[src/srpg_pkg.sv]
// Package with register map, field layout, reset values and types.
`default_nettype none
package srpg_pkg;

	// -----------------------------------------------------------------
	// Register byte offsets
	// -----------------------------------------------------------------
	localparam logic [4:0] OFF_CTRL = 5'h00;
	localparam logic [4:0] OFF_BURST = 5'h04;
	localparam logic [4:0] OFF_DIVIDER = 5'h08;
	localparam logic [4:0] OFF_DELAY = 5'h0C;
	localparam logic [4:0] OFF_STATUS = 5'h10;
	localparam logic [4:0] OFF_RESTART = 5'h14;

	// -----------------------------------------------------------------
	// Control and delay register field positions
	// -----------------------------------------------------------------
	localparam int CTRL_EN_BIT = 0;
	localparam int CTRL_ECHO_BIT = 1;
	localparam int CTRL_BURST_BIT = 2;
	localparam int CTRL_PRE_LSB = 4;
	localparam int CTRL_MUX_LSB = 8;
	localparam int DELAY_W1_LSB = 0;
	localparam int DELAY_W2_LSB = 8;
	localparam int DELAY_W3_LSB = 16;
	localparam int DELAY_W4_LSB = 24;

	// -----------------------------------------------------------------
	// Encodings and reset values
	// -----------------------------------------------------------------
	localparam logic [2:0] PRE_DIV1 = 3'h1;
	localparam logic [2:0] PRE_DIV2 = 3'h2;
	localparam logic [2:0] PRE_DIV4 = 3'h4;
	localparam logic [1:0] MUX_SYSREF = 2'h2;
	localparam logic RST_EN = 1'h0;
	localparam logic RST_ECHO = 1'h0;
	localparam logic RST_BURST = 1'h0;
	localparam logic [2:0] RST_PRE = 3'h1;
	localparam logic [1:0] RST_MUX = 2'h0;
	localparam logic [3:0] RST_BURST_LEN = 4'h4;
	localparam logic [10:0] RST_DIVIDER = 11'h000;
	localparam logic [5:0] RST_W1 = 6'h24;
	localparam logic [5:0] RST_W2 = 6'h1B;
	localparam logic [5:0] RST_W3 = 6'h00;
	localparam logic [5:0] RST_W4 = 6'h00;
	localparam logic [7:0] WEIGHT_SUM = 8'h3F;
	// Half period in interpolator ticks is this base plus the code.
	localparam logic [11:0] HALF_BASE = 12'h002;

	// -----------------------------------------------------------------
	// Types
	// -----------------------------------------------------------------
	typedef struct packed {
		logic p;
		logic n;
	} srpg_diff_t;

	typedef struct packed {
		logic [5:0] w4;
		logic [5:0] w3;
		logic [5:0] w2;
		logic [5:0] w1;
	} srpg_weights_t;

endpackage : srpg_pkg

`default_nettype wire

[src/srpg_burst_mode_select_generator.sv]
// Burst_mode_select generator with Avalon-MM register slave.
`timescale 1ns/1ps
`default_nettype none

// What this block does
// - Path enable defaults off; pairs with select value 2.
// - Prescaler accepts only 1, 2, 4.
// - Echo select: 0 master, 1 repeater.
// - Repeater re-clocks request pin onto second output.
// - Burst select: 0 continuous, 1 counted pulses.
// - Burst length 0 to 15, reset 4.
// - Divider code k divides by 4 plus 2k.
// - Master pulse rate is clock over prescaler times divider ratio.
// - SYSREF leaves only on second output, differential.
// - Repeater supports counted or continuous bursts.
module srpg_burst_mode_select_generator (
	input wire logic mclk,
	input wire logic rst,
	input wire logic [4:0] avsAddress,
	input wire logic avsRead,
	input wire logic avsWrite,
	input wire logic [31:0] avsWriteData,
	input wire logic [3:0] avsByteEnable,
	output logic [31:0] avsReadData,
	output logic avsWaitRequest,
	input wire logic frameRequestPin,
	output srpg_pkg::srpg_diff_t secondRfOutput,
	output logic [1:0] secondOutputSelect,
	output srpg_pkg::srpg_weights_t delayWeightWords
);

	// -----------------------------------------------------------------
	// Declarations
	// -----------------------------------------------------------------
	logic pulsePathEnable_reg;
	logic echoModeSelect_reg;
	logic burstModeSelect_reg;
	logic [2:0] interpPrescaler_reg;
	logic [1:0] secondOutputSelect_reg;
	logic [3:0] burstLength_reg;
	logic [10:0] frameClockDivider_reg;
	srpg_pkg::srpg_weights_t weights_reg;
	logic ack_reg;
	logic [31:0] readData_reg;
	logic [1:0] preCnt_reg;
	logic interpTick;
	logic prescalerBad;
	logic pathActive;
	logic pathMismatch;
	logic reqPrev_reg;
	logic reqLevel_reg;
	logic waveLevel_reg;
	logic [11:0] halfCnt_reg;
	logic [11:0] halfLen;
	logic [3:0] pulseCnt_reg;
	logic burstDone;
	logic srcLevel;
	logic srcFall;
	logic masterGate;
	logic restart;
	logic outLevel_reg;
	logic accept;
	logic [31:0] beMask;
	logic [31:0] ctrlWord;
	logic [31:0] delayWord;
	logic [31:0] statusWord;
	logic [7:0] weightSum;
	logic delayBad;

	// -----------------------------------------------------------------
	// Avalon-MM slave handshake
	// -----------------------------------------------------------------
	// Every access waits exactly one cycle, so read data can be
	// registered before waitrequest drops.
	assign avsWaitRequest = (avsRead | avsWrite) & ~ack_reg;
	assign accept = (avsRead | avsWrite) & ack_reg;
	assign beMask = {{8{avsByteEnable[3]}}, {8{avsByteEnable[2]}},
		{8{avsByteEnable[1]}}, {8{avsByteEnable[0]}}};

	// The acknowledge drops after each accepted access.
	always_ff @(posedge mclk or posedge rst) begin
		if (rst) begin
			ack_reg <= 1'b0;
		end else begin
			ack_reg <= (avsRead | avsWrite) & ~ack_reg;
		end
	end

	// Packed views of the registers as software sees them.
	assign ctrlWord = {22'h00_0000, secondOutputSelect_reg, 1'b0,
		interpPrescaler_reg, 1'b0, burstModeSelect_reg,
		echoModeSelect_reg, pulsePathEnable_reg};
	assign delayWord = {2'h0, weights_reg.w4, 2'h0, weights_reg.w3,
		2'h0, weights_reg.w2, 2'h0, weights_reg.w1};
	assign statusWord = {21'h00_0000, delayBad, pathMismatch,
		prescalerBad, pulseCnt_reg, 2'h0, burstDone, outLevel_reg};

	// Read data is captured in the wait cycle; unmapped reads give zero.
	always_ff @(posedge mclk or posedge rst) begin
		if (rst) begin
			readData_reg <= 32'h0000_0000;
		end else if (avsRead && !ack_reg) begin
			unique case (avsAddress)
				srpg_pkg::OFF_CTRL: readData_reg <= ctrlWord;
				srpg_pkg::OFF_BURST: readData_reg <= {28'h000_0000,
					burstLength_reg};
				srpg_pkg::OFF_DIVIDER: readData_reg <= {21'h00_0000,
					frameClockDivider_reg};
				srpg_pkg::OFF_DELAY: readData_reg <= delayWord;
				srpg_pkg::OFF_STATUS: readData_reg <= statusWord;
				default: readData_reg <= 32'h0000_0000;
			endcase
		end
	end
	assign avsReadData = readData_reg;

	// -----------------------------------------------------------------
	// Configuration registers
	// -----------------------------------------------------------------
	// Control fields; path enable resets to disabled.
	always_ff @(posedge mclk or posedge rst) begin
		if (rst) begin
			pulsePathEnable_reg <= srpg_pkg::RST_EN;
			echoModeSelect_reg <= srpg_pkg::RST_ECHO;
			burstModeSelect_reg <= srpg_pkg::RST_BURST;
			interpPrescaler_reg <= srpg_pkg::RST_PRE;
			secondOutputSelect_reg <= srpg_pkg::RST_MUX;
		end else if (accept && avsWrite &&
				avsAddress == srpg_pkg::OFF_CTRL) begin
			if (avsByteEnable[0]) begin
				pulsePathEnable_reg <= avsWriteData[srpg_pkg::CTRL_EN_BIT];
				echoModeSelect_reg <= avsWriteData[srpg_pkg::CTRL_ECHO_BIT];
				burstModeSelect_reg <=
					avsWriteData[srpg_pkg::CTRL_BURST_BIT];
				interpPrescaler_reg <=
					avsWriteData[srpg_pkg::CTRL_PRE_LSB +: 3];
			end
			if (avsByteEnable[1]) begin
				secondOutputSelect_reg <=
					avsWriteData[srpg_pkg::CTRL_MUX_LSB +: 2];
			end
		end
	end

	// Burst length holds any value 0 to 15, zero included.
	always_ff @(posedge mclk or posedge rst) begin
		if (rst) begin
			burstLength_reg <= srpg_pkg::RST_BURST_LEN;
		end else if (accept && avsWrite && avsByteEnable[0] &&
				avsAddress == srpg_pkg::OFF_BURST) begin
			burstLength_reg <= avsWriteData[3:0];
		end
	end

	// Divider code, merged by byte lane.
	always_ff @(posedge mclk or posedge rst) begin
		if (rst) begin
			frameClockDivider_reg <= srpg_pkg::RST_DIVIDER;
		end else if (accept && avsWrite &&
				avsAddress == srpg_pkg::OFF_DIVIDER) begin
			frameClockDivider_reg <= (frameClockDivider_reg &
				~beMask[10:0]) | (avsWriteData[10:0] & beMask[10:0]);
		end
	end

	// Delay weights; each byte lane carries one six-bit word.
	always_ff @(posedge mclk or posedge rst) begin
		if (rst) begin
			weights_reg.w1 <= srpg_pkg::RST_W1;
			weights_reg.w2 <= srpg_pkg::RST_W2;
			weights_reg.w3 <= srpg_pkg::RST_W3;
			weights_reg.w4 <= srpg_pkg::RST_W4;
		end else if (accept && avsWrite &&
				avsAddress == srpg_pkg::OFF_DELAY) begin
			if (avsByteEnable[0]) begin
				weights_reg.w1 <= avsWriteData[srpg_pkg::DELAY_W1_LSB +: 6];
			end
			if (avsByteEnable[1]) begin
				weights_reg.w2 <= avsWriteData[srpg_pkg::DELAY_W2_LSB +: 6];
			end
			if (avsByteEnable[2]) begin
				weights_reg.w3 <= avsWriteData[srpg_pkg::DELAY_W3_LSB +: 6];
			end
			if (avsByteEnable[3]) begin
				weights_reg.w4 <= avsWriteData[srpg_pkg::DELAY_W4_LSB +: 6];
			end
		end
	end

	// The device cannot fix a bad weight set; it only flags it.
	assign weightSum = {2'h0, weights_reg.w1} + {2'h0, weights_reg.w2} +
		{2'h0, weights_reg.w3} + {2'h0, weights_reg.w4};
	assign delayBad = (weightSum != srpg_pkg::WEIGHT_SUM);
	assign delayWeightWords = weights_reg;

	// -----------------------------------------------------------------
	// Interpolator prescaler
	// -----------------------------------------------------------------
	// Invalid codes stop the interpolator ticks altogether.
	assign prescalerBad = (interpPrescaler_reg != srpg_pkg::PRE_DIV1) &&
		(interpPrescaler_reg != srpg_pkg::PRE_DIV2) &&
		(interpPrescaler_reg != srpg_pkg::PRE_DIV4);

	always_ff @(posedge mclk or posedge rst) begin
		if (rst) begin
			preCnt_reg <= 2'h0;
		end else if (interpTick || prescalerBad) begin
			preCnt_reg <= 2'h0;
		end else begin
			preCnt_reg <= preCnt_reg + 2'h1;
		end
	end

	// One-cycle tick at the interpolator rate.
	always_comb begin
		unique case (interpPrescaler_reg)
			srpg_pkg::PRE_DIV1: interpTick = 1'b1;
			srpg_pkg::PRE_DIV2: interpTick = (preCnt_reg == 2'h1);
			srpg_pkg::PRE_DIV4: interpTick = (preCnt_reg == 2'h3);
			default: interpTick = 1'b0;
		endcase
	end

	// -----------------------------------------------------------------
	// Path gating and restart
	// -----------------------------------------------------------------
	assign pathActive = pulsePathEnable_reg &&
		(secondOutputSelect_reg == srpg_pkg::MUX_SYSREF);
	assign pathMismatch = pulsePathEnable_reg !=
		(secondOutputSelect_reg == srpg_pkg::MUX_SYSREF);
	assign masterGate = pathActive && !echoModeSelect_reg &&
		frameRequestPin;

	// A fresh burst starts on reconfiguration, an explicit restart,
	// or a new high request level in master mode.
	assign restart = (accept && avsWrite &&
		(avsAddress == srpg_pkg::OFF_CTRL ||
		avsAddress == srpg_pkg::OFF_BURST ||
		avsAddress == srpg_pkg::OFF_DIVIDER ||
		(avsAddress == srpg_pkg::OFF_RESTART && avsWriteData[0]))) ||
		(!echoModeSelect_reg && frameRequestPin && !reqPrev_reg);

	always_ff @(posedge mclk or posedge rst) begin
		if (rst) begin
			reqPrev_reg <= 1'b0;
		end else begin
			reqPrev_reg <= frameRequestPin;
		end
	end

	// -----------------------------------------------------------------
	// Master wave generator
	// -----------------------------------------------------------------
	// Ratio 4 + 2k gives an even period, so each half is 2 + k ticks.
	assign halfLen = srpg_pkg::HALF_BASE +
		{1'b0, frameClockDivider_reg};

	// The wave restarts low whenever the gate closes, which keeps the
	// first pulse after a request aligned to the request.
	always_ff @(posedge mclk or posedge rst) begin
		if (rst) begin
			halfCnt_reg <= 12'h000;
			waveLevel_reg <= 1'b0;
		end else if (!masterGate || restart) begin
			halfCnt_reg <= 12'h000;
			waveLevel_reg <= 1'b0;
		end else if (interpTick) begin
			if (halfCnt_reg == halfLen - 12'h001) begin
				halfCnt_reg <= 12'h000;
				waveLevel_reg <= ~waveLevel_reg;
			end else begin
				halfCnt_reg <= halfCnt_reg + 12'h001;
			end
		end
	end

	// -----------------------------------------------------------------
	// Repeater re-clocking
	// -----------------------------------------------------------------
	// Both request edges are moved onto interpolator ticks.
	always_ff @(posedge mclk or posedge rst) begin
		if (rst) begin
			reqLevel_reg <= 1'b0;
		end else if (!pathActive || !echoModeSelect_reg) begin
			reqLevel_reg <= 1'b0;
		end else if (interpTick) begin
			reqLevel_reg <= frameRequestPin;
		end
	end

	// -----------------------------------------------------------------
	// Burst counter
	// -----------------------------------------------------------------
	assign srcLevel = echoModeSelect_reg ? reqLevel_reg : waveLevel_reg;
	assign srcFall = interpTick && srcLevel && (echoModeSelect_reg ?
		(pathActive && !frameRequestPin) :
		(halfCnt_reg == halfLen - 12'h001));
	assign burstDone = burstModeSelect_reg &&
		(pulseCnt_reg >= burstLength_reg);

	// A pulse counts once its falling edge is seen.
	always_ff @(posedge mclk or posedge rst) begin
		if (rst) begin
			pulseCnt_reg <= 4'h0;
		end else if (restart) begin
			pulseCnt_reg <= 4'h0;
		end else if (burstModeSelect_reg && srcFall && !burstDone) begin
			pulseCnt_reg <= pulseCnt_reg + 4'h1;
		end
	end

	// -----------------------------------------------------------------
	// Second RF output
	// -----------------------------------------------------------------
	// Once a burst is spent the output stays low until restart.
	always_ff @(posedge mclk or posedge rst) begin
		if (rst) begin
			outLevel_reg <= 1'b0;
		end else begin
			outLevel_reg <= pathActive && srcLevel && !burstDone &&
				(echoModeSelect_reg || frameRequestPin);
		end
	end

	// Differential pair driven from the one registered level.
	assign secondRfOutput.p = outLevel_reg;
	assign secondRfOutput.n = ~outLevel_reg;
	assign secondOutputSelect = secondOutputSelect_reg;

endmodule : srpg_burst_mode_select_generator

`default_nettype wire

[config.mk]
export PLATFORM = sky130hd
export DESIGN_NAME = srpg_burst_mode_select_generator
export DESIGN_NICKNAME = d
export VERILOG_FILES = /design/src/srpg_pkg.sv /design/src/srpg_burst_mode_select_generator.sv
export SDC_FILE = /design/constraint.sdc
export NUM_CORES = 1
export LEC_CHECK = 0
export BUFFER_PORTS_ARGS = -buffer_cell sky130_fd_sc_hd__buf_2
export CAP_MARGIN = 30
export CORE_MARGIN = 2
export CORE_UTILIZATION = 50
export CTS_BUF_LIST = sky130_fd_sc_hd__clkbuf_8 sky130_fd_sc_hd__clkbuf_16
export CTS_CLUSTER_DIAMETER = 30
export DETAILED_ROUTE_END_ITERATION = 8
export PLACE_DENSITY_LB_ADDON = 0.12
export SLEW_MARGIN = 5
export SYNTH_ARGS = -nofsm -noshare
export SYNTH_HDL_FRONTEND = slang
export SYNTH_SLANG_ARGS = --single-unit
[constraint.sdc]
create_clock -name mclk -period 3.6 [get_ports mclk]
set_input_delay 0 -clock mclk [delete_from_list [all_inputs] [get_ports mclk]]
set_output_delay 0 -clock mclk [all_outputs]
set_load 0.02 [all_outputs]
* Word-level counts from Yosys, hierarchy flattened
Index checks and enable logic that the tools add are counted.
Storage, ports and cells: register bits 102, logic and storage cells 123
Operators by class: add/sub/neg operators 8, $lt $le $gt $ge 1, equality and inequality tests 17, muxes and demuxes 15, bitwise logic cells 10, reductions and logical operators 52
Operator list (number):
- 30-bit one-hot mux with 5 select lines | 1
- 12-bit two-way mux | 3
- 1-bit logical AND | 25
- 11-bit AND | 2
- 2-bit AND reduction | 7
- 12-bit by 1-bit adder with 12-bit output (second input constant) | 1
- 2-bit by 11-bit adder with 12-bit output (first input constant) | 1
- 12-bit equality test | 1
- 12-bit by 1-bit subtractor with 12-bit output (second input constant) | 1
- 11-bit NOT | 1
- 11-bit OR | 1
- 5-bit by 4-bit equality test with 1-bit output (second input constant) | 2
- 5-bit equality test (second input constant) | 2
- 7-bit by 6-bit adder with 8-bit output | 1
- 8-bit by 6-bit adder with 8-bit output | 1
- 1-bit logical OR | 8
- 4-bit two-way mux | 2
- 8-bit by 6-bit != test with 1-bit output (second input constant) | 1
- 2-bit nonzero test | 4
- 6-bit by 6-bit adder with 7-bit output | 1
- 1-bit zero test | 7
- 1-bit two-way mux | 7
- 5-bit by 3-bit equality test with 1-bit output (second input constant) | 1
- 5-bit zero test | 1
- other kinds (17) | 21

* Logic depth before layout (Yosys ltp)
depth in word-level cells 9, mapped depth 11, mapped depth without buffers 11

* Worst setup path after synthesis
OpenSTA, ideal clock, no wires.
path type reg-to-reg, start register weights_reg, in the netlist delayWeightWords[1], end register readData_reg[10] (netlist: avsReadData[10]), library setup time 135 ps, arrival 2722 ps, setup slack 744 ps, stages on the path, launching flop included 12, cell sequence dfrtp_1 fa_1 inv_1 fa_1 inv_1 ha_1 inv_1 fa_1 nor3_1 a41oi_1 a31oi_1 o21ai_0
On the way: cells in the longest elaborated chain, start to end 5
Ends and longest elaborated chain:
- start: declaration | RTL line srpg_burst_mode_select_generator.sv:42 | srpg_pkg::srpg_weights_t weights_reg;
- 6-bit by 6-bit adder with 7-bit output | RTL line srpg_burst_mode_select_generator.sv:191 | assign weightSum = {2'h0, weights_reg.w1} + {2'h0, weights_reg.w2} +
- 7-bit by 6-bit adder with 8-bit output | RTL line srpg_burst_mode_select_generator.sv:191
- 8-bit by 6-bit adder with 8-bit output | RTL line srpg_burst_mode_select_generator.sv:192 | {2'h0, weights_reg.w3} + {2'h0, weights_reg.w4};
- 8-bit by 6-bit != test with 1-bit output | RTL line srpg_burst_mode_select_generator.sv:193 | assign delayBad = (weightSum != srpg_pkg::WEIGHT_SUM);
- 30-bit one-hot mux with 5 select lines | RTL line srpg_burst_mode_select_generator.sv:103 | unique case (avsAddress)
- end signal: assignment | RTL line srpg_burst_mode_select_generator.sv:104 | srpg_pkg::OFF_CTRL: readData_reg <= ctrlWord;
- end signal: assignment | RTL line srpg_burst_mode_select_generator.sv:105 | srpg_pkg::OFF_BURST: readData_reg <= {28'h000_0000,
- end signal: assignment | RTL line srpg_burst_mode_select_generator.sv:107 | srpg_pkg::OFF_DIVIDER: readData_reg <= {21'h00_0000,
- end: declaration | RTL line srpg_burst_mode_select_generator.sv:44 | logic [31:0] readData_reg;
Every way passes these cells. A chain may end at the register's enable or synchronous reset.

==> metrics.cfg <==
[status]
status = finished, final reports clean

[layout]
area_delta_synth_final_pct = 19.9
drive_above_1_share_pct = 31.0
layout.nets = 699
finalNonFillerCells = 767

[synth]
synth_top_family_by_area = simple AND/OR/NAND/NOR gates
synthTopCellsByCount = dfrtp_1 (88), nand2_1 (60), mux2_2 (55)
synth_top_area_share_pct = 40.9
yosys-top-cells-area = dfrtp_1 (41%), mux2_2 (12%), fa_1 (4.5%)
synthMuxAreaShare_pct = 12.5
synth-seq-cells = 96
synth_xor_area_share_pct = 4.07
seq_area_frac_synth_pct = 44.8
synth_warnings = 0
synth_area_um2 = 5380
synth_most_common_cell = dfrtp_1
yosys.area_share.adder_pct = 7.95
synth_compound_area_share_pct = 10.8
synth_cell_types = 63
syn_inst = 509
avgSynthCellArea_um2 = 10.6
synth-async-reset-ratio_pct = 100
yosys_most_used_dff = dfrtp_1
synth_edf_count = 0
synthSimpleGateAreaFrac_pct = 15.7
synth_top_cell_by_area = dfrtp_1

[clock_tree]
clk-insertion-delay-late_ns = 0.38
htreeDepth = 3
clock_path_buffers = 2
path_clk_slew_ns = 0.10
cts_hold_buf = 32
cts_setup_buffers = 0
cts_root_buf = clkbuf_8
cts_sinks = 96
cts_resized = 0
cts_tree = built
numCtsBuffers = 9

[critical_path]
required_ns = 3.90
crit_fanout = 9
cp_cell_sequence = ha_1 -> inv_1 -> nor4b_2 -> nor3_1 -> or3_1 -> o41a_1 -> or4_1 -> a21oi_1
critPathKind = register to register
setup.worst_path.start_class = register
arrival_ns = 3.32
cpPeakStageDelay_ns = 0.54
slowest_stage = o41a_1
end_kind = register

[grt]
antenna_found_initial = 1
grt_pass1_wl_mm = 22.6
gr-total-overflow = 0
grt_pass1_vias = 4250
grt_max_degree = 69
track_usage_pct = 25.8

[route]
drc = 0
drt-total-wl_mm = 14.0
dr.first_iter.drc_count = 307
viasPerCell = 5.66
detail_route.first_pass.iterations = 8
vias = 4341
wire_per_inst_um = 18.2
postRouteAntennaNets = 0

[hold_path]
hold_path.class = primary input to register

[die]
die_h_um = 108
start_util_pct = 51.9
die_x_um = 108
io_pins = 107
die_area_um2 = 11600
core_area_um2 = 10400
rows = 37

[place]
dp.cells = 719
gp_congestion = 0.912
dp_hpwl_mm = 10.4
numPortBuffers = 94

[sta]
fmax_mhz = 330
worst_pin_slew_ns = 0.835
period_needed_ns = 3.03
setup_tns_ns = 0
setup_viol = 0
post-route-period-util_pct = 84.1
skew_ns = 0.00971
maxSlewViolCount = 0
rsz0062_at_grt = no
slew_headroom_pct = 44.4
hold_viol = 0

[job]
max-cap-violations = 0

[pwr]
leakagePower_nw = 3.05
irDropWorstVdd_v = 0.000234
p_per_area_nw_per_um2 = 362
power_mw = 2.33

-- metrics by stage --
stage	setup slack (ns)	hold slack [ns]	area, um^2	util (%)
6_report	0.573	0.0765	6450	62.2
5_1_grt	0.437	0.0844	6450	62.2
2_1_floorplan	0.744	0.0314	5400	-
4_1_cts	0.585	0.0541	6450	62.2
3_5_place_dp	0.610	0.167	5940	57.3
3_3_place_gp	0.678	0.161	5940	57.3
-- metal layers --
layer	part of all wire, %	global-route usage [%]	vias up
met5	0	0	-
met4	2.0	9.71	0
met3	5.0	3.15	24
met2	48	40.1	151
met1	45	37.0	2127
li1	-	-	2039
-- final timing paths --
kind                                  start              endpoint  slack (ns)  cells after the start
max reg2reg                        register       pulseCnt_reg[3]        0.57                      8
max in group asynchronous               rst   delayWeightWords[9]        2.35                      4
min in group asynchronous               rst  delayWeightWords[20]        0.32                      3
min                        avsByteEnable[1]              register        0.08                      3
max                                register       pulseCnt_reg[3]        0.57                      8
min reg2reg                         ack_reg               ack_reg        0.45                      1
-- cell usage in the layout (no fill, tap or decap), types with 12 or more instances in the layout --
| cell | instances |
|---|---|
| o21ai_0 | 31 |
| dlygate4sd3_1 | 32 |
| dfrtp_1 | 88 |
| fa_1 | 12 |
| inv_1 | 16 |
| nand2_1 | 60 |
| nor2_1 | 24 |
| xnor2_1 | 19 |
| mux2_2 | 55 |
| ha_1 | 15 |
| buf_2 | 94 |
| a21oi_1 | 18 |
| nand3_1 | 20 |
-- report_power, final --
part	internal [mW]	leakage, nW	total [mW]	switching, mW
combinational	0.186	1.66	0.416	0.229
clock	0.315	0.0948	0.704	0.389
sequential	1.13	1.30	1.21	0.0811
total	1.63	3.05	2.33	0.700
-- critical path: cells and delay by family, from the launching register on --
| kind | cells | cell delay (ns) |
|---|---|---|
| and+or+nand+nor | 4 | 1.26 |
| AOI/OAI and AO/OA | 2 | 0.69 |
| buffers and inverters | 1 | 0.13 |
| adders and majority gates | 1 | 0.35 |
| DFF | 1 | 0.51 |
-- logic make-up (layout without fill, tap and decap cells) --
| family | count (synthesis) | count (layout) |
|---|---|---|
| flip-flops | 96 | 96 |
| XOR/XNOR | 25 | 25 |
| AO/OA/AOI/OAI | 90 | 90 |
| adder cells (fa/ha/maj) | 27 | 27 |
| multiplexers | 58 | 58 |
| other | 1 | 7 |
| buffers and inverters | 49 | 165 |
| AND/OR/NAND/NOR | 163 | 163 |
-- layout make-up --
class	count	area, um^2
clock buffer	9	124
sequential	96	2410
multi-input combinational	369	2770
timing repair buffer	133	843
clock inverter	6	61.3
tap	136	170
fill	889	3920
inverter	17	66.3
antenna	1	2.50
Note: power is estimated with default switching activity, not from simulation.
